## src/hdl/config_word_consts.svh

```systemverilog
// offsets, field positions, reset values and timing counts of the
// configuration word and start-up holds; included by its bare name
`ifndef CONFIG_WORD_CONSTS_SVH
`define CONFIG_WORD_CONSTS_SVH

`define CFG_WORD_ADDR      14'h2007
`define CFG_SPACE_LO       14'h2000
`define CFG_SPACE_HI       14'h3FFF
`define CFG_WORD_RESET     14'h3FFF
`define CFG_UNIMPL_BIT     7
`define CFG_POWERUP_DELAY_TIMER_DIS_BIT   3
`define CFG_WDT_EN_BIT     2
`define CFG_CP_HI_MSB      13
`define CFG_CP_HI_LSB      8
`define CFG_CP_LO_MSB      5
`define CFG_CP_LO_LSB      4
`define CFG_OSC_MSB        1
`define CFG_OSC_LSB        0
`define OSC_MODE_LP        2'h0
`define OSC_MODE_XT        2'h1
`define OSC_MODE_HS        2'h2
`define OSC_MODE_RC        2'h3
`define CLK_MHZ            250
`define POWERUP_DELAY_TIMER_MS            72
`define POWERUP_DELAY_TIMER_CYCLES        (`POWERUP_DELAY_TIMER_MS * `CLK_MHZ * 1000)
`define OST_OSC_CYCLES     11'h400
`define WDT_RC_TICKS       16'h0FFF

`endif

```

## src/hdl/config_word_pkg.sv

```systemverilog
// types of the configuration loader and start-up control
// assumes config_word_consts.svh for all numeric values
package config_word_pkg;

  typedef enum logic [1:0] {
    ST_POWERUP_DELAY_TIMER,
    ST_OST,
    ST_RUN,
    ST_SLEEP
  } startup_state_t;

  typedef enum logic [1:0] {
    WAKE_NONE,
    WAKE_EXTERNAL,
    WAKE_WATCHDOG,
    WAKE_INTERRUPT
  } wake_cause_t;

  typedef struct packed {
    logic        progMode;
    logic        rd;
    logic        wr;
    logic [13:0] addr;
    logic [13:0] wdata;
  } prog_req_t;

  typedef struct packed {
    logic [1:0] oscSelect;
    logic       watchdogEnable;
    logic       powerupDelayEnable;
    logic [5:0] codeProtectHi;
    logic [1:0] codeProtectLo;
  } cfg_decoded_t;

endpackage

```

## src/hdl/config_word_startup_control.sv

```systemverilog
// configuration word store, decode and start-up/sleep hold sequencing
// assumes a programming host on the prog port, async pins on the
// oscillator input, watchdog rc oscillator and external reset
`timescale 1ns/1ps
`include "config_word_consts.svh"

// Summary of operation
// - Programmed configuration bits read 0, unprogrammed bits read 1.
// - Configuration word lives at address 2007h, outside user memory.
// - Space 2000h to 3FFFh is reachable only in programming mode.
// - Two oscillator-select bits choose one of four oscillator modes.
// - Watchdog enabled by a bit, clocked by its own rc oscillator.
// - Power-up delay holds reset a nominal 72 ms, at power-up only.
// - Oscillator start-up timer holds reset until the crystal is stable.
// - Sleep ends on external reset, watchdog wake-up or interrupt.
// - Crystal modes also accept an external clock on the input pin.
// - Power-up delay disabled when its bit is set, enabled when clear.
// - Start-up timer counts 1024 input cycles after the power-up delay.
// - Start-up delay only in crystal modes, on power-up or sleep wake.
module config_word_startup_control #(
  parameter int POWERUP_DELAY_TIMER_CYCLES = `POWERUP_DELAY_TIMER_CYCLES
) (
  // clock and reset
  input  wire logic                          mclk,
  input  wire logic                          reset_n,
  // programming port
  input  wire config_word_pkg::prog_req_t    progReq,
  output logic [13:0]                        progRdata,
  // pins
  input  wire logic                          oscInputPin,
  input  wire logic                          watchdogRcClk,
  input  wire logic                          extResetPin_n,
  // core side
  input  wire logic                          sleepRequest,
  input  wire logic                          wakeInterrupt,
  input  wire logic                          watchdogClear,
  // decoded settings and status
  output config_word_pkg::cfg_decoded_t      cfgDecoded,
  output logic                               deviceHoldReset,
  output logic                               sleeping,
  output logic                               watchdogResetPulse,
  output config_word_pkg::wake_cause_t       wakeCause
);
  import config_word_pkg::*;

  logic [13:0]    cfgWord_q;
  logic [13:0]    progRdata_q;
  logic [2:0]     sync1_q;
  logic [2:0]     sync2_q;
  logic [2:0]     sync3_q;
  startup_state_t state_q;
  startup_state_t state_d;
  logic [24:0]    pwrtCount_q;
  logic [10:0]    ostCount_q;
  logic [15:0]    wdtCount_q;
  wake_cause_t    wakeCause_q;
  logic           wdtReset_q;

  // pin synchronisers: oscillator input, watchdog rc clock, external reset
  wire [2:0] pinsAsync = {extResetPin_n, watchdogRcClk, oscInputPin};
  genvar gi;
  generate
    for (gi = 0; gi < 3; gi++)
    begin : g_sync
      always_ff @(posedge mclk or negedge reset_n)
      begin
        if (!reset_n)
        begin
          sync1_q[gi] <= 1'b1;
          sync2_q[gi] <= 1'b1;
          sync3_q[gi] <= 1'b1;
        end
        else
        begin
          sync1_q[gi] <= pinsAsync[gi];
          sync2_q[gi] <= sync1_q[gi];
          sync3_q[gi] <= sync2_q[gi];
        end
      end
    end
  endgenerate

  wire oscRise   = sync2_q[0] & ~sync3_q[0];
  wire wdtRise   = sync2_q[1] & ~sync3_q[1];
  wire extResetN = sync2_q[2];

  // programming access decode
  wire inTestSpace = progReq.progMode &&
                     progReq.addr >= `CFG_SPACE_LO &&
                     progReq.addr <= `CFG_SPACE_HI;
  wire cfgHit      = inTestSpace && progReq.addr == `CFG_WORD_ADDR;
  wire cfgWrite    = cfgHit && progReq.wr;
  wire [13:0] cfgReadback = cfgWord_q | (14'h1 << `CFG_UNIMPL_BIT);
  wire [13:0] rdata_d = (cfgHit && progReq.rd) ? cfgReadback : 14'h0;

  // eprom cells: programming can only pull a bit to 0
  always_ff @(posedge mclk or negedge reset_n)
  begin
    if (!reset_n)
      cfgWord_q <= `CFG_WORD_RESET;
    else if (cfgWrite)
      cfgWord_q <= cfgWord_q & progReq.wdata;
  end

  always_ff @(posedge mclk or negedge reset_n)
  begin
    if (!reset_n)
      progRdata_q <= 14'h0;
    else
      progRdata_q <= rdata_d;
  end

  assign progRdata = progRdata_q;

  // field decode
  assign cfgDecoded.oscSelect = cfgWord_q[`CFG_OSC_MSB:`CFG_OSC_LSB];
  assign cfgDecoded.watchdogEnable = cfgWord_q[`CFG_WDT_EN_BIT];
  assign cfgDecoded.powerupDelayEnable =
    ~cfgWord_q[`CFG_POWERUP_DELAY_TIMER_DIS_BIT];
  assign cfgDecoded.codeProtectHi = cfgWord_q[`CFG_CP_HI_MSB:`CFG_CP_HI_LSB];
  assign cfgDecoded.codeProtectLo = cfgWord_q[`CFG_CP_LO_MSB:`CFG_CP_LO_LSB];

  // rc mode has no start-up delay; crystal modes or external clock do
  wire crystalMode = cfgDecoded.oscSelect != `OSC_MODE_RC;
  wire pwrtDone    = pwrtCount_q == 25'(POWERUP_DELAY_TIMER_CYCLES - 1);
  wire ostDone     = ostCount_q == `OST_OSC_CYCLES;
  wire wdtTimeout  = cfgDecoded.watchdogEnable && wdtRise &&
                     wdtCount_q == `WDT_RC_TICKS;
  wire wakeEvent   = !extResetN || wdtTimeout || wakeInterrupt;
  startup_state_t wakeTarget;
  assign wakeTarget = crystalMode ? ST_OST : ST_RUN;

  always_comb
  begin
    state_d = state_q;
    case (state_q)
      ST_POWERUP_DELAY_TIMER:  if (!cfgDecoded.powerupDelayEnable || pwrtDone)
                  state_d = wakeTarget;
      ST_OST:   if (ostDone)
                  state_d = ST_RUN;
      ST_RUN:   if (sleepRequest && extResetN)
                  state_d = ST_SLEEP;
      ST_SLEEP: if (wakeEvent)
                  state_d = wakeTarget;
      default:  state_d = ST_POWERUP_DELAY_TIMER;
    endcase
  end

  always_ff @(posedge mclk or negedge reset_n)
  begin
    if (!reset_n)
      state_q <= ST_POWERUP_DELAY_TIMER;
    else
      state_q <= state_d;
  end

  // power-up delay counts only once, from power-on
  always_ff @(posedge mclk or negedge reset_n)
  begin
    if (!reset_n)
      pwrtCount_q <= 25'h0;
    else if (state_q == ST_POWERUP_DELAY_TIMER && !pwrtDone)
      pwrtCount_q <= pwrtCount_q + 25'h1;
  end

  // start-up timer counts rising edges of the oscillator input pin
  always_ff @(posedge mclk or negedge reset_n)
  begin
    if (!reset_n)
      ostCount_q <= 11'h0;
    else if (state_q != ST_OST)
      ostCount_q <= 11'h0;
    else if (oscRise && !ostDone)
      ostCount_q <= ostCount_q + 11'h1;
  end

  // watchdog counts its own rc oscillator, cleared on sleep entry
  always_ff @(posedge mclk or negedge reset_n)
  begin
    if (!reset_n)
      wdtCount_q <= 16'h0;
    else if (!cfgDecoded.watchdogEnable || watchdogClear || wdtTimeout ||
             state_d == ST_SLEEP && state_q == ST_RUN)
      wdtCount_q <= 16'h0;
    else if (wdtRise)
      wdtCount_q <= wdtCount_q + 16'h1;
  end

  always_ff @(posedge mclk or negedge reset_n)
  begin
    if (!reset_n)
    begin
      wakeCause_q <= WAKE_NONE;
      wdtReset_q  <= 1'b0;
    end
    else
    begin
      wdtReset_q <= wdtTimeout && state_q == ST_RUN;
      if (state_q == ST_SLEEP && wakeEvent)
        wakeCause_q <= !extResetN ? WAKE_EXTERNAL :
                       wdtTimeout ? WAKE_WATCHDOG : WAKE_INTERRUPT;
      else if (state_d == ST_SLEEP && state_q == ST_RUN)
        wakeCause_q <= WAKE_NONE;
    end
  end

  assign deviceHoldReset    = state_q != ST_RUN || !extResetN;
  assign sleeping           = state_q == ST_SLEEP;
  assign watchdogResetPulse = wdtReset_q;
  assign wakeCause          = wakeCause_q;
endmodule

```

## config.mk

```make
export PLATFORM = sky130hd
export DESIGN_NAME = config_word_startup_control
export DESIGN_NICKNAME = d
export VERILOG_FILES = /design/src/hdl/config_word_pkg.sv /design/src/hdl/config_word_startup_control.sv
export VERILOG_INCLUDE_DIRS = /design/src /design/src/hdl
export SDC_FILE = /design/constraint.sdc
export NUM_CORES = 1
export LEC_CHECK = 0
export BUFFER_PORTS_ARGS = -buffer_cell sky130_fd_sc_hd__buf_2
export CORE_UTILIZATION = 30
export CTS_CLUSTER_DIAMETER = 200
export DETAILED_ROUTE_END_ITERATION = 7
export HOLD_SLACK_MARGIN = 0.15
export MAX_ROUTING_LAYER = met4
export PLACE_DENSITY = 0.53
export RECOVER_POWER = 25
export SLEW_MARGIN = 20
export SYNTH_ARGS = -nofsm -noshare
export SYNTH_HDL_FRONTEND = slang
export SYNTH_SLANG_ARGS = --single-unit
```

## constraint.sdc

```tcl
create_clock -name mclk -period 2.5 [get_ports mclk]
set_input_delay 0.25 -clock mclk [delete_from_list [all_inputs] [get_ports mclk]]
set_output_delay 0.25 -clock mclk [all_outputs]
set_load 0.02 [all_outputs]
```

==> flow_results.org <==
** Clocking
- H-Tree Depth :: 3
- TritonCTS built the clock tree.
- Counting every sink on the clock net gives a little over 90.
- In this run the clock root is driven by a sky130_fd_sc_hd__clkbuf_16.
- TritonCTS created 9 clock buffers.
- Post-CTS timing repair inserted 0 buffers for setup.
- Clk_lat worst skew :: 0.34 ns
- Counting along the longest clock path gives a buffer depth of 2.
- Clock-pin transition on the worst setup and hold timing paths :: about 0.06 ns

** Worst setup path
- The slowest stage of the critical path belongs to the cell sky130_fd_sc_hd__a311oi_4.
- Launching point of the worst reg2reg path :: pwrtCount_q[0]
- Worst setup EP type :: flop
- The critical path goes through ha_1 -> nand2_1 -> nor2_1 -> a311oi_4 -> and2_1 -> o32ai_2.
- Data on the critical path arrives at its endpoint at 2.25 ns.
- Critical path start-end classification :: reg -> reg
- Required @ worst endpoint :: 2.72 ns
- STA classifies the critical path startpoint as a flop.
- Crit path from :: pwrtCount_q[0]
- Of all nets on the critical path, the largest fanout is 14.
- Largest stage delay on the critical path :: a little over 0.6 ns

** Final layout
- Ant diodes :: 0
- Area growth from synthesis to final layout :: 22.2%
- Cells with a size suffix above 1 make up 26.4% of the layout.
- Total non-filler cell area in the finished layout :: about 5000 µm²
- The layout has between 1000 and 1500 filler cells.
- The net count of the finished layout is slightly below 500.
- Area occupied by multi-input gates :: about 1600 µm²
- Summing all flip-flop and latch instances after layout gives roughly 2300 µm².

** Yosys
- Summed over all instances, the cell type with the most area after synthesis is sky130_fd_sc_hd__dfrtp_1.
- Total nets after synthesis :: between 400 and 500
- The synthesized design devotes to its leading area cell type ~43% of total area.
- Mapped Avg Cell Area :: 11.3 µm²
- Yosys printed 0 warnings.
- Gate count after technology mapping :: 365
- Number of distinct standard cells referenced by the synthesized netlist :: 43
- Sequential cell area fraction in the yosys report :: approximately 57%
- The synthesized netlist occupies a cell area of ~4100 µm².
- Flip-flop and latch count after synthesis :: just over 90
- Top post-synthesis cells by area :: sky130_fd_sc_hd__dfrtp_1 (43%), sky130_fd_sc_hd__dfstp_2 (13%), sky130_fd_sc_hd__xnor2_1 (5.5%)

** Floorplanning
- Horizontal die dimension :: 119 µm
- Core footprint :: between 10000 and 15000 µm²
- Die Y-Extent :: between 100 and 150 µm
- Placement row count :: 42
- For this configuration, the core starts out at a cell density of 30.9%.
- For this design the top-level I/O count stands at 70.
- The floorplan step defined a die boundary enclosing roughly 14000 µm².

** Route
- The detail route stage leaves a number of antenna-violating nets equal to 0.
- In this run, the number of DRC markers left after iteration 0 of detailed routing was approximately 150.
- In the routed layout, each cell is associated on average with a via count of 4.50.
- Number of DRC violations after detailed routing :: 0
- Detailed-routing iteration count for the pre-antenna-repair pass :: 4
- Wire length per cell :: ~13 µm
- After detailed routing, the total wire length is ~8000 µm.
- Vias post-DR :: roughly 2800

** Job
- The tool flagged a number of max-cap violations equal to 0.

** Global routing
- Global-route congestion overflow total :: 0
- Number of antenna violations at the first check in global routing :: 0
- Vias in the first global route :: 2926
- The first global-routing pass estimated 14400 µm of wire.
- For this run, the total global-route usage over all layers was measured as a little over an eighth.
- For met2 alone, demand over resource in global routing was between 20% and 30%.
- Entering global routing, the biggest net connects 52 pins.
- Routing usage on met3 :: around 3.4%
- Fraction of met1 tracks used by global routing :: 16.6%
- In this run the most used layer during global routing was met2.

** STA
- Slew at the pin closest to its max-slew limit :: around 1.3 ns
- Unrepaired setup endpoints after global routing :: no
- For the final database, setup skew stands at between 0.005 and 0.006 ns.
- The final-report max-slew violation count is 0.
- Highest Clock Rate :: ~490 MHz
- Endpoints failing hold :: 0
- Rel. slew slack :: around 15%
- Worst-case hold slack :: 0.272 ns
- Setup violations remaining at the end of the flow were counted as 0.
- Of the available clock period, the critical path in the final layout requires between 80% and 90%.
- Setup total negative slack on the finished layout was measured at 0 ns.
- Post-layout minimum cycle time :: approximately 2.0 ns

** Placement
- At the end of routability-driven placement, the weighted congestion stood at about 0.77.
- Standard cell area after detailed placement :: between 4000 and 5000 µm²
- Detailed placement ended at an HPWL of approximately 5800 µm.
- Port Buffer Count :: 68

** Min path
- The min-delay analysis places its worst path in the category in -> reg.
- Launch point of the worst hold path :: progReq[29]

** Power and ir drop
- In this run the static leakage power is 2.27 nW.
- Summing internal, switching and leakage power gives approximately 3.1 mW.
- Power spread over the standard cell area amounts to slightly above 600 nW/µm².
- Across the VDD grid, the largest voltage drop is just under 0.3 mV.

** Run status
- Result of the run :: finished, final reports clean
-- through the flow --
stage	util [%]	cells	worst slack, ns
finish	37.7	627	0.471
global route	37.7	627	0.324
CTS	37.8	627	0.445
detailed placement	34.4	594	0.469
global placement	34.4	594	0.512
floorplan	-	365	0.807
-- kinds of logic (layout without fill, tap and decap cells) --
kind of cell	Yosys count	in the layout	synth area share, %
simple gates	162	162	21.8
fa+ha+maj	4	4	1.22
flops	92	92	56.7
mux	4	4	1.01
xor+xnor	47	47	10.0
buf+inv	29	115	4.05
compound gates	27	27	5.24
-- critical path: cells and delay by family, from the launching register on --
family,cells,cell delay (ns)
flops,1,0.41
simple gates,3,0.53
fa+ha+maj,1,0.24
compound gates,2,0.71
-- cell type report --
type	count	area share, %
flip-flops and latches	92	46.4
multi-input cells	244	32.1
repair buffers	89	10.7
clock buffers	11	4.84
well taps	176	4.39
clock inverters	5	0.748
inverters	10	0.748
-- cell usage in the layout (no fill, tap or decap), types with 9 or more instances in the layout --
master,instances
sky130_fd_sc_hd__xor2_1,21
sky130_fd_sc_hd__dfstp_2,19
sky130_fd_sc_hd__inv_1,10
sky130_fd_sc_hd__dfrtp_1,71
sky130_fd_sc_hd__nand4_1,15
sky130_fd_sc_hd__buf_2,66
sky130_fd_sc_hd__o21a_1,13
sky130_fd_sc_hd__nand3_1,16
sky130_fd_sc_hd__nand2_1,29
sky130_fd_sc_hd__and3_1,18
sky130_fd_sc_hd__dlygate4sd3_1,17
sky130_fd_sc_hd__xnor2_1,26
sky130_fd_sc_hd__clkbuf_16,9
sky130_fd_sc_hd__nor2_1,47
-- power breakdown --
group / total [mW] / internal (mW) / switching (mW)
combinational: 0.196 / 0.0970 / 0.0994
sequential: 1.59 / 1.54 / 0.0500
clock: 1.26 / 0.702 / 0.562
-- timing repair --
| item | in CTS | in global routing |
|---|---|---|
| hold buffers | 17 | 0 |
| gates resized for setup | 0 | 0 |
| setup endpoints to repair | 0 | 0 |
| endpoints found under the hold margin | 53 | 0 |
-- state kept, by name (all words and copies together) (netlist names) --
| register | count |
|---|---|
| cfgWord_q | 13 |
| extResetN | 1 |
| ostCount_q | 11 |
| progRdata | 14 |
| pwrtCount_q | 25 |
| state_q | 2 |
| sync1_q | 3 |
| sync2_q | 2 |
| sync3_q | 2 |
| wakeCause | 2 |
| watchdogResetPulse | 1 |
| wdtCount_q | 16 |
-- worst paths after layout --
| check | to | slack [ns] | depth (start not counted) |
|---|---|---|---|
| setup / recovery | state_q[1] | 0.47 | 6 |
| setup reg to reg | state_q[1] | 0.47 | 6 |
| max in group asynchronous | cfgWord_q[5] | 0.80 | 3 |
| min in group asynchronous | wakeCause[0] | 0.72 | 2 |
| hold / removal | progRdata[7] | 0.27 | 2 |
| hold reg to reg | extResetN | 0.36 | 0 |
-- metal layers --
layer,wire (µm),part of all wire (%)
met1,3910,48
met2,3790,46
met3,317,3.9
met4,168,2.1
met5,0,0
-- synth_stat cells, drive strengths merged --
| master | number |
|---|---|
| and4 | 3 |
| nand4bb | 1 |
| o21a | 13 |
| o21ai | 3 |
| a311oi | 3 |
| nor2 | 47 |
| nor3b | 1 |
| dfstp | 21 |
| mux2i | 3 |
| o31a | 1 |
| nand3 | 17 |
| mux2 | 1 |
| inv | 10 |
| nor3 | 5 |
| o32ai | 1 |
| nand4b | 1 |
| or3 | 2 |
| and3 | 19 |
| ha | 4 |
| nor4 | 3 |
| xnor2 | 26 |
| buf | 17 |
| xor2 | 21 |
| nor4b | 7 |
| nand2b | 2 |
| nand2 | 30 |
| a21oi | 6 |
| and2 | 3 |
| nor2b | 4 |
| dfrtp | 71 |
| nand4 | 15 |
| and4b | 2 |
| clkbuf | 2 |
No activity file was read; power rests on OpenSTA's default activity.
